## config.mk

```make
export PLATFORM = sky130hd
export DESIGN_NAME = suc_usart
export DESIGN_NICKNAME = d
export VERILOG_FILES = /design/src/verilog/suc_usart.v
export VERILOG_INCLUDE_DIRS = /design/src /design/src/verilog
export SDC_FILE = /design/constraint.sdc
export NUM_CORES = 1
export LEC_CHECK = 0
export CORE_ASPECT_RATIO = 2
export CORE_MARGIN = 2
export CORE_UTILIZATION = 25
export CTS_CLUSTER_SIZE = 40
export DETAILED_ROUTE_END_ITERATION = 10
export DONT_BUFFER_PORTS = 1
export SLEW_MARGIN = 20
export SYNTH_ARGS = -nofsm -noshare
export SYNTH_HDL_FRONTEND = slang
export SYNTH_SLANG_ARGS = --single-unit
```

## constraint.sdc

```tcl
create_clock -name pclk -period 5.7 [get_ports pclk]
set_clock_uncertainty 0.1 [all_clocks]
set_input_delay 1.14 -clock pclk [delete_from_list [all_inputs] [get_ports pclk]]
set_output_delay 1.14 -clock pclk [all_outputs]
set_load 0.02 [all_outputs]
```

## src/verilog/suc_regs.vh

```
`ifndef SUC_REGS_VH
`define SUC_REGS_VH
// byte addresses on apb
`define SUC_ADDR_STATUS_A 8'h00
`define SUC_ADDR_CTRL_B 8'h04
`define SUC_ADDR_FORMAT_C 8'h08
`define SUC_ADDR_BAUD_LOW 8'h0C
`define SUC_ADDR_BAUD_HIGH 8'h10
`define SUC_ADDR_DATA 8'h14
// status a fields
`define SUC_A_RX_DONE 7
`define SUC_A_TX_DONE 6
`define SUC_A_TX_EMPTY 5
`define SUC_A_FRAME_ERR 4
`define SUC_A_OVERRUN 3
`define SUC_A_PARITY_ERR 2
`define SUC_A_DOUBLE 1
// control b fields
`define SUC_B_RX_IRQ_EN 7
`define SUC_B_TX_IRQ_EN 6
`define SUC_B_EMPTY_IRQ_EN 5
`define SUC_B_RX_ON 4
`define SUC_B_TX_ON 3
`define SUC_B_SIZE_MSB 2
`define SUC_B_RX_NINTH 1
`define SUC_B_TX_NINTH 0
// format c fields
`define SUC_C_SYNC 6
`define SUC_C_PAR_HI 5
`define SUC_C_PAR_LO 4
`define SUC_C_STOP2 3
`define SUC_C_SIZE_HI 2
`define SUC_C_SIZE_LO 1
`define SUC_C_POL 0
// reset values
`define SUC_RESET_A 8'h20
`define SUC_RESET_B 8'h00
`define SUC_RESET_C 8'h06
`define SUC_RESET_BAUD 12'h000
// oversampling per bit
`define SUC_OVERSAMPLE_NORMAL 5'h10
`define SUC_OVERSAMPLE_DOUBLE 5'h08
`endif

```

## src/verilog/suc_usart.v

```verilog
// Summary of operation
// - receive-done irq needs its enable, global enable and rx done flag
// - transmit-done irq needs its enable, global enable and tx done flag
// - buffer-empty irq needs its enable, global enable and empty flag
// - receiver owns rx pin while on; turning off flushes buffer and errors
// - transmitter owns tx pin while enabled, releases it when fully off
// - clearing transmit enable waits until shifter and buffer are empty
// - received ninth bit readable in control b; read before data
// - transmitted ninth bit from control b; write before data
// - mode bit 0 asynchronous, 1 synchronous
// - parity field: 00 off, 01 reserved, 10 even, 11 odd
// - parity generated on transmit, checked on receive, error flag on mismatch
// - transmitter sends one or two stop bits; receiver ignores setting
// - size code 000..011 gives 5..8 bits, 111 gives 9 bits
// - sync polarity selects change and sample edges of the clock
// - 12-bit baud divisor split over high and low byte registers
// - writing low byte reloads the prescaler at once
// - receive buffer is a two-entry fifo advanced by data reads
// - double speed changes per-bit divisor from 16 to 8
//
// Our own choices: the placing of the registers and the APB interface to the registers.
`include "suc_regs.vh"
`timescale 1ns/1ps
`default_nettype none
module suc_usart (
  input wire pclk,
  input wire presetn,
  input wire psel,
  input wire penable,
  input wire pwrite,
  input wire [7:0] paddr,
  input wire [31:0] pwdata,
  output reg [31:0] prdata,
  output reg pready,
  output reg pslverr,
  input wire global_irq_enable,
  input wire rxd_pin,
  input wire sync_clock_pin_in,
  output reg txd_out,
  output reg txd_oe,
  output reg rxd_owned,
  output reg sync_clock_pin_out,
  output reg sync_clock_pin_oe,
  output reg rx_done_irq,
  output reg tx_done_irq,
  output reg tx_empty_irq
);
  localparam ST_IDLE = 2'd0;
  localparam ST_START = 2'd1;
  localparam ST_DATA = 2'd2;
  localparam ST_TAIL = 2'd3;

  reg [7:0] ctrl_b;
  reg [7:0] fmt_c;
  reg double_speed;
  reg [11:0] baud_divisor;
  reg [11:0] prescale;
  reg [4:0] os_cnt;
  reg tx_done_flag;
  reg tx_buf_full;
  reg [8:0] tx_buf;
  // receive fifo
  reg [8:0] rx_mem [0:1];
  reg [1:0] rx_err [0:1];
  reg rx_rd_ptr;
  reg [1:0] rx_count;
  reg overrun_flag;
  // synchronisers
  reg [1:0] rxd_sync;
  reg [1:0] xck_sync;
  reg xck_prev;
  // transmitter
  reg [1:0] tx_state;
  reg [10:0] tx_shift;
  reg [3:0] tx_left;
  reg [4:0] tx_os;
  reg tx_active;
  // receiver
  reg [1:0] rx_state;
  reg [9:0] rx_shift;
  reg [3:0] rx_left;
  reg [4:0] rx_os;
  reg rx_par_acc;

  wire apb_wr = psel && penable && pwrite;
  wire apb_rd = psel && penable && !pwrite;
  wire sync_mode = fmt_c[`SUC_C_SYNC];
  wire parity_on = fmt_c[`SUC_C_PAR_HI];
  wire parity_odd = fmt_c[`SUC_C_PAR_LO];
  wire [2:0] size_code = {ctrl_b[`SUC_B_SIZE_MSB], fmt_c[`SUC_C_SIZE_HI:`SUC_C_SIZE_LO]};
  wire tx_empty_flag = !tx_buf_full;
  wire rx_done_flag = rx_count != 2'd0;
  wire xck_in = xck_sync[1];
  wire rxd_in = rxd_sync[1];
  wire data_rd = apb_rd && paddr == `SUC_ADDR_DATA;
  wire [4:0] os_top = double_speed ? `SUC_OVERSAMPLE_DOUBLE : `SUC_OVERSAMPLE_NORMAL;

  // character size decode, reserved codes fall back to eight
  function [3:0] char_bits;
    input [2:0] code;
    begin
      case (code)
        3'h0: char_bits = 4'h5;
        3'h1: char_bits = 4'h6;
        3'h2: char_bits = 4'h7;
        3'h3: char_bits = 4'h8;
        3'h7: char_bits = 4'h9;
        default: char_bits = 4'h8;
      endcase
    end
  endfunction

  // parity over the active data bits
  function par_of;
    input [8:0] d;
    input [3:0] n;
    input odd;
    integer i;
    reg p;
    begin
      p = odd;
      for (i = 0; i < 9; i = i + 1) begin
        if (i < n)
          p = p ^ d[i];
      end
      par_of = p;
    end
  endfunction

  // baud tick: async from prescaler, sync from clock pin edges
  reg baud_tick;
  reg tx_edge;
  reg rx_edge;
  wire xck_rise = xck_in && !xck_prev;
  wire xck_fall = !xck_in && xck_prev;
  always @(posedge pclk or negedge presetn) begin
    if (!presetn) begin
      prescale <= 12'h000;
      baud_tick <= 1'b0;
      os_cnt <= 5'h00;
      xck_prev <= 1'b0;
      tx_edge <= 1'b0;
      rx_edge <= 1'b0;
      sync_clock_pin_out <= 1'b0;
    end else begin
      xck_prev <= xck_in;
      if (apb_wr && paddr == `SUC_ADDR_BAUD_LOW) begin
        prescale <= {baud_divisor[11:8], pwdata[7:0]};
        baud_tick <= 1'b0;
      end else if (prescale == 12'h000) begin
        prescale <= baud_divisor;
        baud_tick <= 1'b1;
      end else begin
        prescale <= prescale - 12'h001;
        baud_tick <= 1'b0;
      end
      if (baud_tick)
        sync_clock_pin_out <= ~sync_clock_pin_out;
      tx_edge <= sync_mode && (fmt_c[`SUC_C_POL] ? xck_fall : xck_rise);
      rx_edge <= sync_mode && (fmt_c[`SUC_C_POL] ? xck_rise : xck_fall);
      if (baud_tick)
        os_cnt <= (os_cnt + 5'h01 >= os_top) ? 5'h00 : os_cnt + 5'h01;
    end
  end
  wire async_bit = !sync_mode && baud_tick && (os_cnt + 5'h01 >= os_top);

  // synchronisers
  always @(posedge pclk or negedge presetn) begin
    if (!presetn) begin
      rxd_sync <= 2'b11;
      xck_sync <= 2'b00;
    end else begin
      rxd_sync <= {rxd_sync[0], rxd_pin};
      xck_sync <= {xck_sync[0], sync_clock_pin_in};
    end
  end

  // registers, transmitter
  always @(posedge pclk or negedge presetn) begin
    if (!presetn) begin
      ctrl_b <= `SUC_RESET_B;
      fmt_c <= `SUC_RESET_C;
      double_speed <= 1'b0;
      baud_divisor <= `SUC_RESET_BAUD;
      tx_buf_full <= 1'b0;
      tx_buf <= 9'h000;
      tx_done_flag <= 1'b0;
      tx_state <= ST_IDLE;
      tx_shift <= 11'h7FF;
      tx_left <= 4'h0;
      tx_os <= 5'h00;
      tx_active <= 1'b0;
    end else begin
      if (apb_wr) begin
        case (paddr)
          `SUC_ADDR_STATUS_A: begin
            double_speed <= pwdata[`SUC_A_DOUBLE];
          end
          `SUC_ADDR_CTRL_B: begin
            ctrl_b[7:2] <= pwdata[7:2];
            ctrl_b[`SUC_B_TX_NINTH] <= pwdata[`SUC_B_TX_NINTH];
          end
          `SUC_ADDR_FORMAT_C: fmt_c <= pwdata[7:0];
          `SUC_ADDR_BAUD_LOW: baud_divisor[7:0] <= pwdata[7:0];
          `SUC_ADDR_BAUD_HIGH: baud_divisor[11:8] <= pwdata[3:0];
          `SUC_ADDR_DATA: begin
            if (!tx_buf_full) begin
              tx_buf <= {ctrl_b[`SUC_B_TX_NINTH], pwdata[7:0]};
              tx_buf_full <= 1'b1;
            end
          end
          default: ;
        endcase
      end
      ctrl_b[`SUC_B_RX_NINTH] <= rx_mem[rx_rd_ptr][8];
      // stay active while shifter or buffer busy
      tx_active <= ctrl_b[`SUC_B_TX_ON] || tx_buf_full || tx_state != ST_IDLE;
      if (tx_state == ST_IDLE) begin
        // start bit begins on a bit boundary so it lasts a full period
        if (tx_buf_full && tx_active && (async_bit || tx_edge)) begin
          tx_shift <= {2'b11, tx_buf};
          tx_buf_full <= 1'b0;
          tx_state <= ST_START;
          tx_os <= 5'h00;
        end
      end else if (async_bit || tx_edge) begin
        case (tx_state)
          ST_START: begin
            tx_state <= ST_DATA;
            tx_left <= char_bits(size_code);
            tx_os <= {4'h0, parity_on}; // parity slot marker
            tx_shift[10] <= par_of(tx_shift[8:0], char_bits(size_code), parity_odd);
          end
          ST_DATA: begin
            tx_shift[8:0] <= {1'b1, tx_shift[8:1]};
            if (tx_left == 4'h1) begin
              tx_state <= ST_TAIL;
              // parity slot plus one or two stops
              tx_left <= {3'h0, tx_os[0]} + 4'h1 + {3'h0, fmt_c[`SUC_C_STOP2]};
            end else
              tx_left <= tx_left - 4'h1;
          end
          ST_TAIL: begin
            tx_os[0] <= 1'b0;
            if (tx_left == 4'h1) begin
              // pending byte follows with no idle bit between frames
              if (tx_buf_full && tx_active) begin
                tx_shift <= {2'b11, tx_buf};
                tx_buf_full <= 1'b0;
                tx_state <= ST_START;
              end else begin
                tx_state <= ST_IDLE;
                tx_done_flag <= 1'b1;
              end
            end
            tx_left <= tx_left - 4'h1;
          end
          default: tx_state <= ST_IDLE;
        endcase
      end
      if (apb_wr && paddr == `SUC_ADDR_STATUS_A && pwdata[`SUC_A_TX_DONE]
          && !(tx_state == ST_TAIL && tx_left == 4'h1 && (async_bit || tx_edge) && !tx_buf_full))
        tx_done_flag <= 1'b0;
    end
  end

  // serial output
  always @(posedge pclk or negedge presetn) begin
    if (!presetn) begin
      txd_out <= 1'b1;
      txd_oe <= 1'b0;
      rxd_owned <= 1'b0;
      sync_clock_pin_oe <= 1'b0;
    end else begin
      txd_oe <= tx_active;
      rxd_owned <= ctrl_b[`SUC_B_RX_ON];
      sync_clock_pin_oe <= 1'b0;
      case (tx_state)
        ST_START: txd_out <= 1'b0;
        ST_DATA: txd_out <= tx_shift[0];
        ST_TAIL: txd_out <= tx_os[0] ? tx_shift[10] : 1'b1;
        default: txd_out <= 1'b1;
      endcase
    end
  end

  // receiver and fifo
  wire rx_sample = sync_mode ? rx_edge : (baud_tick && rx_os == (os_top >> 1));
  integer k;
  always @(posedge pclk or negedge presetn) begin
    if (!presetn) begin
      rx_state <= ST_IDLE;
      rx_shift <= 10'h000;
      rx_left <= 4'h0;
      rx_os <= 5'h00;
      rx_par_acc <= 1'b0;
      rx_rd_ptr <= 1'b0;
      rx_count <= 2'd0;
      overrun_flag <= 1'b0;
      for (k = 0; k < 2; k = k + 1) begin
        rx_mem[k] <= 9'h000;
        rx_err[k] <= 2'b00;
      end
    end else if (!ctrl_b[`SUC_B_RX_ON]) begin
      rx_state <= ST_IDLE;
      rx_count <= 2'd0;
      overrun_flag <= 1'b0;
      rx_err[0] <= 2'b00;
      rx_err[1] <= 2'b00;
    end else begin
      if (!sync_mode && baud_tick)
        rx_os <= (rx_os + 5'h01 >= os_top) ? 5'h00 : rx_os + 5'h01;
      if (data_rd && rx_count != 2'd0) begin
        rx_rd_ptr <= ~rx_rd_ptr;
        overrun_flag <= 1'b0;
      end
      case (rx_state)
        ST_IDLE: begin
          if (!rxd_in) begin
            rx_state <= ST_START;
            rx_os <= 5'h00;
            if (rx_count == 2'd2 && !data_rd)
              overrun_flag <= 1'b1;
          end
        end
        ST_START: begin
          if (rx_sample) begin
            rx_state <= rxd_in ? ST_IDLE : ST_DATA;
            rx_left <= char_bits(size_code);
            rx_shift <= 10'h000;
            rx_par_acc <= parity_odd;
          end
        end
        ST_DATA: begin
          if (rx_sample) begin
            rx_shift <= {rx_shift[8:0], rxd_in};
            rx_par_acc <= rx_par_acc ^ rxd_in;
            if (rx_left == 4'h1) begin
              rx_state <= ST_TAIL;
              rx_left <= parity_on ? 4'h2 : 4'h1; // one stop checked
            end else
              rx_left <= rx_left - 4'h1;
          end
        end
        ST_TAIL: begin
          if (rx_sample) begin
            if (rx_left == 4'h2)
              rx_par_acc <= rx_par_acc ^ rxd_in;
            else begin
              rx_state <= ST_IDLE;
              if (rx_count != 2'd2 || data_rd) begin
                rx_mem[rx_rd_ptr ^ rx_count[0]] <= rev9(rx_shift[8:0], char_bits(size_code));
                rx_err[rx_rd_ptr ^ rx_count[0]] <= {!rxd_in, parity_on && rx_par_acc};
              end
            end
            rx_left <= rx_left - 4'h1;
          end
        end
        default: rx_state <= ST_IDLE;
      endcase
      rx_count <= rx_count + {1'b0, rx_state == ST_TAIL && rx_sample && rx_left == 4'h1
                  && (rx_count != 2'd2 || data_rd)} - {1'b0, data_rd && rx_count != 2'd0};
    end
  end

  // bits arrive lsb first into the bottom of the shifter
  function [8:0] rev9;
    input [8:0] s;
    input [3:0] n;
    integer j;
    begin
      rev9 = 9'h000;
      for (j = 0; j < 9; j = j + 1) begin
        if (j < n)
          rev9[j] = s[n - 1 - j];
      end
    end
  endfunction

  // apb answer, zero wait states
  always @(posedge pclk or negedge presetn) begin
    if (!presetn) begin
      prdata <= 32'h00000000;
      pready <= 1'b0;
      pslverr <= 1'b0;
      rx_done_irq <= 1'b0;
      tx_done_irq <= 1'b0;
      tx_empty_irq <= 1'b0;
    end else begin
      pready <= psel && !penable;
      pslverr <= psel && !penable && paddr > `SUC_ADDR_DATA;
      if (psel && !penable && !pwrite) begin
        case (paddr)
          `SUC_ADDR_STATUS_A: prdata <= {24'h000000, rx_done_flag, tx_done_flag, tx_empty_flag,
                                         rx_err[rx_rd_ptr][1] && rx_done_flag, overrun_flag,
                                         rx_err[rx_rd_ptr][0] && rx_done_flag, double_speed, 1'b0};
          `SUC_ADDR_CTRL_B: prdata <= {24'h000000, ctrl_b};
          `SUC_ADDR_FORMAT_C: prdata <= {24'h000000, fmt_c};
          `SUC_ADDR_BAUD_LOW: prdata <= {24'h000000, baud_divisor[7:0]};
          `SUC_ADDR_BAUD_HIGH: prdata <= {28'h0000000, baud_divisor[11:8]};
          `SUC_ADDR_DATA: prdata <= {24'h000000, rx_mem[rx_rd_ptr][7:0]};
          default: prdata <= 32'h00000000;
        endcase
      end
      rx_done_irq <= ctrl_b[`SUC_B_RX_IRQ_EN] && global_irq_enable && rx_done_flag;
      tx_done_irq <= ctrl_b[`SUC_B_TX_IRQ_EN] && global_irq_enable && tx_done_flag;
      tx_empty_irq <= ctrl_b[`SUC_B_EMPTY_IRQ_EN] && global_irq_enable && tx_empty_flag;
    end
  end
endmodule
`default_nettype wire
```

**After elaboration in Yosys (flattened, before gate mapping)**

Cells that the tools add are included.

- Register bits after elaboration: 171
- Input bits: 48

- $add $sub $neg: 18
- Magnitude comparators: 33
- Equality and inequality tests: 40
- Mux-type cells: 211
- Bitwise logic cells: 18
- Reductions and logical operators: 86

Operators by type and width:

| kind | count |
|---|---|
| $lt 32x5->1 const B | 9 |
| $mux 1 | 130 |
| $sub 32x3->32 const B | 4 |
| $mux 4 | 18 |
| $sub 32x2->32 const B | 2 |
| $mux 11 | 5 |
| $mux 9 | 6 |
| $pmux 8 s6 | 1 |
| $logic_and 1x1->1 | 38 |
| $mux 2 | 19 |
| $bmux 1 s4 | 9 |
| $pmux 9 s2 | 2 |
| $lt 3x4->1 const A | 8 |
| $sub 32x1->32 const B | 1 |
| $mux 5 | 6 |
| $ne 3x3->1 const B | 9 |
| $reduce_and 5->1 | 5 |
| $mux 12 | 2 |
| $pmux 4 s3 | 2 |
| $bwmux 18 | 1 |
| $eq 8x4->1 const B | 2 |
| $eq 8x5->1 const B | 2 |
| $lt 1x4->1 const A | 4 |
| $lt 2x4->1 const A | 4 |
| other kinds (48) | 117 |

**Logic depth before layout (Yosys ltp)**

Gate-level depths: netlist (run 1).

- Word-level depth: 51
- Gate-level depth with buffers: 14
- Depth with buffers taken out: 11

**Worst setup path after synthesis (run 1)**

OpenSTA, ideal clock, no wires.

- Path type: reg2reg
- Start: reg fmt_c[1]
- End: reg rx_mem[15] in the netlist's numbering
- Setup time: 66 ps
- Data arrival time: 3637 ps
- Path slack: 1898 ps
- Stages on the path, launching flop included: 14
- Path buffers: 2
- Cells stage by stage: dfstp_2 -> clkbuf_1 -> xnor2_1 -> nor2_1 -> inv_1 -> ha_1 -> clkbuf_1 -> inv_1 -> ha_1 -> or4b_1 -> a211o_1 -> a2bb2o_1 -> a221oi_2 -> mux2_1

- Word-level cells in the longest chain between the ends: 18

RTL lines:

| item | line | source |
|---|---|---|
| from (decl) | suc_usart.v:54 | `reg [7:0] fmt_c;` |
| from (signal assigned) | suc_usart.v:182 | `` fmt_c <= `SUC_RESET_C; `` |
| from (signal assigned) | suc_usart.v:203 | `` `SUC_ADDR_FORMAT_C: fmt_c <= pwdata[7:0]; `` |
| $eq 3x3->1, or another cell as far along | suc_usart.v:102 | `case (code)` |
| $pmux 4 s4 (*) | suc_usart.v:102 |  |
| $mux 4 (*) | suc_usart.v:351 | `if (rx_count != 2'd2 \|\| data_rd) begin` |
| $mux 4 (*) | suc_usart.v:347 | `if (rx_left == 4'h2)` |
| $mux 4 (*) | suc_usart.v:346 | `if (rx_sample) begin` |
| $mux 4 (*) | suc_usart.v:317 | `case (rx_state)` |
| $mux 4 (*) | suc_usart.v:304 | `` end else if (!ctrl_b[`SUC_B_RX_ON]) begin `` |
| $sub 4x1->5 | suc_usart.v:375 | `rev9[j] = s[n - 1 - j];` |
| [... 2 more ...] | -- |  |
| $mux 1 (implied by the code) | suc_usart.v:375 |  |
| $mux 1 (*) | suc_usart.v:374 | `if (j < n)` |
| $mux 1 (*) | suc_usart.v:351 |  |
| $mux 1 (*) | suc_usart.v:347 |  |
| $mux 1 (*) | suc_usart.v:346 |  |
| $mux 1 (*) | suc_usart.v:317 |  |
| $mux 1 (*) | suc_usart.v:304 |  |
| $bwmux 18 (*) | suc_usart.v:352 | `rx_mem[rx_rd_ptr ^ rx_count[0]] <= rev9(rx_shift[8:0], char_bits(size_code));` |
| to (signal, indexed assignment) | suc_usart.v:352 |  |
| to (decl) | suc_usart.v:63 | `reg [8:0] rx_mem [0:1];` |

Mark *: on every way between the ends. The rest lies on a longest branch, timed or not. The select of a mux whose other input is x is not followed.
A chain may end at the register's enable or synchronous reset.

**Worst setup path after layout (run 1)**

Ends and elaborated chain as after synthesis.

==> results of run 1 <==
[metrics by stage]
step / setup slack, ns / std cells / hold slack, ns / cell area [um2]
CTS: 1.441 / 1268 / 0.2551 / 9374
global route: 1.214 / 1268 / 0.2623 / 9380
detailed placement: 1.448 / 1238 / 0.2412 / 8855
floorplan: 1.898 / 857 / 0.2312 / 8608
global placement: 1.537 / 1238 / 0.2349 / 8852
finish: 1.464 / 1268 / 0.2510 / 9380
[cell families (layout without fill, tap and decap cells)]
family,after synthesis,after routing
compound gates,186,186
xor+xnor,31,31
fa+ha+maj,33,33
buf+inv,105,80
flops,147,147
mux,97,97
other cells,1,25
simple gates,233,233
[layout by cell type (no fill, tap or decap), drive strengths merged, types with 8 or more instances in the layout]
master,n
nand2,75
nor3,12
o31ai,18
conb,25
dfrtp,132
nor2,58
a211oi,10
o21ai,68
clkbuf,24
nand2b,10
a31oi,8
nand3,12
ha,32
mux4,8
xor2,12
dfstp,15
inv,46
mux2i,42
nor4,8
mux2,47
a21oi,29
nor2b,9
xnor2,18
nor3b,12
[worst paths after layout]
| check | startpoint | cells after the start | end |
|---|---|---|---|
| worst max-delay path | fmt_c[1] | 10 | rx_mem[15] |
| worst min-delay path | xck_sync[0] | 0 | xck_sync[1] |
| worst max register to register | fmt_c[1] | 10 | rx_mem[15] |
| worst min register to register | xck_sync[0] | 0 | xck_sync[1] |
| max in group asynchronous | presetn | 0 | tx_shift[0] |
| min in group asynchronous | presetn | 0 | pslverr |
[worst max-delay path, stage by stage (launching register included)]
cell	delay (ns)
dfstp_2	0.70
and3_1	0.58
nor2_8	0.10
ha_1	0.55
inv_1	0.23
ha_1	0.38
or4b_1	0.54
a211o_1	0.30
a2bb2o_1	0.27
a221oi_2	0.24
mux2_1	0.18
[power by group through the flow]
stage | clock network [mW] | registers [mW] | logic [mW]
floorplan | 0 | 1.15 | 0.167
global placement | 0 | 1.17 | 0.177
detailed placement | 0 | 1.17 | 0.180
CTS | 1.05 | 1.15 | 0.183
global route | 1.09 | 1.16 | 0.204
finish | 1.03 | 1.15 | 0.181
[layout make-up]
type	count	area [um2]	area share
Tap cell	436	545.5	0.05816
Timing Repair Buffer	3	22.52	0.002401
Clock inverter	6	57.56	0.006136
Sequential cell	147	3697	0.3942
Clock buffer	24	461.7	0.04922
Multi-Input combinational cell	605	4417	0.4709
Inverter	47	178.9	0.01907
[flip-flops by register name (all words and copies together), names as in the netlist, 2 cells and up]
signal and cells:
rx_left 4, xck_sync 2, rx_state 2, rx_os 5, rx_mem 18, tx_buf 9, prdata 8, tx_state 2
tx_left 4, rx_err 4, rx_shift 9, rx_count 2, ctrl_b 8, rxd_sync 2, fmt_c 8, prescale 12
tx_shift 10, baud_divisor 12, os_cnt 5
[layer usage]
metal	global-route usage	vias to the layer above	wire length (um)	share of wire
met5	0	-	0	0
met2	0.2428	128	12340	0.56
li1	-	2911	-	-
met4	0.1001	0	1690	0.076
met1	0.1160	3058	7555	0.34
met3	0.02592	65	640	0.029
==> results.txt, run 1 <==
outcome - complete, no violations
number of global-route vias before repair - 6231
synthesized flop and latch total - 147
ratio of cells with drive above 1 in the final layout - 0.1430
Post-CTS Setup Inserts - 0
initial DRC count - 409
Post-Syn Instances - 833
PwrDens - 251.9 nW/um2
Clk pwr share - 0.436
combinational share of power - 0.076
count leader, synth - dfrtp_1
Synth Area in Compound Gates - 0.1484
Slew @ Worst Pin - 0.9793 ns
Die H - 265.0 um
Total Power - 2.363 mW
maximum VDD drop - 0.0001836 V
TritonCTS Sinks - 147
CP startpoint kind - flop
largest net degree at the start of global routing - 148
Synth Flop Type - dfrtp_1
CTS H-Tree Depth - 4
largest family of logic cells by synthesized area - compound AO/OA/AOI/OAI gates
P_sw - 0.5912 mW
min-delay worst type - reg2reg
total congestion overflow - 0
sequential share of power - 0.488
Synth Area in Adders - 0.04818
fillers - 3479
row cnt - 95
clk_lat worst skew - 0.44 ns
Final nets - 901
Avg Cell Area, Syn - 10.23 um2
IO Port Bufs - 0
Routed Wire Length - 22230 um
min cycle time layout - 4.236 ns
Yosys warnings - 0
Synth top cells by count - dfrtp_1 (132), nand2_1 (75), o21ai_0 (61)
via count - 6162
leading area contributor after synthesis - dfrtp_1
mux share of post-synthesis cell area - 0.1326
Pint - 1.772 mW
dpl hpwl - 16970 um
clock-pin slew on the worst setup and hold paths - 0.06 ns
Overall Global Routing Usage - 0.1284
post-cts sizing count - 0
Setup-failing EPs final - 0
Slew HR - 0.3461
DIE AREA - 35660 um2
Post-Syn Area - 8518 um2
CTS root buffer - clkbuf_16
sequential share of the synthesized area - 0.4340
fin crit share - 0.7431
switching share of power - 0.2502
DRT Pass-1 Iters - 4
Remaining DRCs - 0
drt wl/cell - 17.53 um
simple-gate share of the synthesized area - 0.1432
fmax - 236.1 MHz
vias per cell - 4.860
Core Area - 33640 um2
CTS tree - done
first-pass GRT wire length - 34570 um
FF-to-FF setup slack - 1.46 ns
unrepaired setup endpoints after global routing - false
worst setup path class - reg2reg
count of different cell masters after synthesis - 83
Critical Path RT - 5.97 ns
CP arrival - 4.51 ns
ant diodes - 0
clk buf depth - 2
number of flops mapped to enable cells by yosys - 0
final core occ - 0.2789
nature of the critical path endpoint - flop
antenna viol nets, final - 0
hold_buf cts - 0
routability cong. - 0.8338
Crit Path Max Fanout - 13
Setup TNS - 0 ns
ranking of synthesized cells by area - dfrtp_1 (39%), mux2_2 (5.7%), mux2i_1 (4.9%)
# IOs - 90
ys async rst share - 1.000
leakage power - 3.846 nW
Final Max Tran Viols - 0
Yosys top cell area share - 0.3878
die width - 134.5 um
initial antenna violation count - 0
initial core utilization - 0.2532
max-cap violations - 0
CTS buffer count - 17
final hold vios - 0
xor and xnor area share after synthesis - 0.03349
synth-to-layout area growth - 10.12%
No activity file was read; power rests on OpenSTA's default activity.
==> run 2, diff against run 1 <==
- clock period: 5.7 -> 3.8 ns (I/O delays scaled with it)
==> run 2 against run 1 <==
The flow now finishes with violations (negative hold slack). Cell area is 1.5% higher. Non-clock buffer count rose by 13. Critical path depth stayed put. Via count up 1.7%. Register-to-register slack got worse by 1.1 ns. Die area is the same. Combinational power increased by 50%. Clock power rose by 62%. Worst hold slack got worse by 0.33 ns.
==> results.txt, run 2 (same netlist as run 1, synthesis figures left out) <==
outcome - finished, violations left
failing checks - negative hold slack
placed cell count - 1251
dpl hpwl - 16970 um
Critical Path RT - 4.08 ns
largest net degree at the start of global routing - 148
CTS buffer count - 17
vias per cell - 4.885
fin crit share - 0.9113
Crit Path Max Fanout - 10
Fin Hold WS - -0.08205 ns
Post-CTS Setup Inserts - 0
antenna viol nets, final - 0
drt wl/cell - 17.64 um
Finished Layout Cells - 1283
Slew @ Worst Pin - 0.9562 ns
clock-pin slew on the worst setup and hold paths - 0.06 ns
DIE AREA - 35660 um2
max-cap violations - 0
number of flip-flops in the largest register - 18
Remaining DRCs - 0
initial DRC count - 400
clk buf depth - 2
CP arrival - 3.74 ns
Overall Global Routing Usage - 0.1326
Setup-failing EPs final - 0
ant diodes - 0
final hold vios - 132
total congestion overflow - 0
Slew HR - 0.3615
area of the multi-input gates - 4408 um2
CTS H-Tree Depth - 4
clk_lat worst skew - 0.44 ns
first-pass GRT wire length - 35980 um
min-delay worst type - in2async
maximum VDD drop - 0.0002669 V
Final Max Tran Viols - 0
synth-to-layout area growth - 11.75%
unrepaired setup endpoints after global routing - false
min cycle time layout - 3.463 ns
nature of the critical path endpoint - flop
Routed Wire Length - 22630 um
Reg with most FFs - rx_mem
worst setup path class - reg2reg
number of global-route vias before repair - 6438
DRT Pass-1 Iters - 7
fillers - 3481
Largest regs - rx_mem: 18 flops, baud_divisor: 12 flops, prescale: 12 flops
CTS tree - done
Setup TNS - 0 ns
Final nets - 914
Core Area - 33640 um2
via count - 6268
TritonCTS Sinks - 147
PwrDens - 384.9 nW/um2
leakage power - 3.923 nW
# IOs - 90
CP startpoint kind - flop
post-cts sizing count - 0
row cnt - 95
Total Power - 3.663 mW
most frequent cells in the layout - dfrtp_1 (132), nand2_1 (75), o21ai_0 (61)
die width - 134.5 um
most common cell after layout, fill and taps aside - dfrtp_1
CTS root buffer - clkbuf_16
routability cong. - 0.8237
IO Port Bufs - 0
initial core utilization - 0.2532
area occupied by registers - 3697 um2
Die H - 265.0 um
initial antenna violation count - 0
fmax - 288.8 MHz
ratio of cells with drive above 1 in the final layout - 0.1606
-- run 2: cell count changes in the layout (fill, tap and decap cells not counted), sizes merged --
cell	change
clkinv	+1
inv	+2
bufinv	+1
clkbuf	-4
clkinvlp	+2
buf	+13
-- run 2: power breakdown --
group / leakage [nW] / switching (mW) / internal, mW / total [mW]
combinational: 1.77 / 0.153 / 0.119 / 0.272
sequential: 1.88 / 0.0880 / 1.64 / 1.72
clock: 0.271 / 0.699 / 0.967 / 1.67
total: 3.92 / 0.941 / 2.72 / 3.66
-- run 2: final cells by class --
type                            count  area share
Timing Repair Buffer               16     0.01262
Clock inverter                     12     0.01393
Inverter                           47     0.01880
Multi-Input combinational cell    605      0.4631
Clock buffer                       20     0.04587
Tap cell                          436     0.05731
Sequential cell                   147      0.3884
-- run 2: worst paths after layout --
check	slack [ns]	cells after the start	from	endpoint
min in group pclk	0.21	0	rxd_pin	rxd_sync[0]
max	0.34	10	fmt_c[2]	rx_mem[15]
max in group asynchronous	3.33	0	presetn	txd_out
min	-0.08	0	presetn	prdata[4]
min reg2reg	0.26	0	xck_sync[0]	xck_sync[1]
max reg2reg	0.34	10	fmt_c[2]	rx_mem[15]
-- run 2: stage by stage --
step                instance area, um2    util  worst slack (ns)
floorplan                         8610       -            0.1525
global placement                  8950  0.2661            0.4511
detailed placement                8950  0.2661            0.3706
CTS                               9519  0.2830            0.3493
global route                      9519  0.2830            0.2412
finish                            9519  0.2830            0.3370
-- run 2: metal layers --
metal	wire, um	GRT usage	share of wire
met4	1677	0.1030	0.074
met5	0	0	0
met3	771	0.02916	0.034
met1	7693	0.1220	0.34
met2	12480	0.2470	0.55
-- run 2: critical path, stage by stage, from the launching register on --
cell	delay, ns
dfstp_2	0.65
and3_1	0.32
nor2_8	0.08
ha_1	0.31
inv_1	0.06
ha_1	0.34
or4b_1	0.54
a211o_1	0.29
a2bb2o_1	0.26
a221oi_2	0.25
mux2_1	0.18
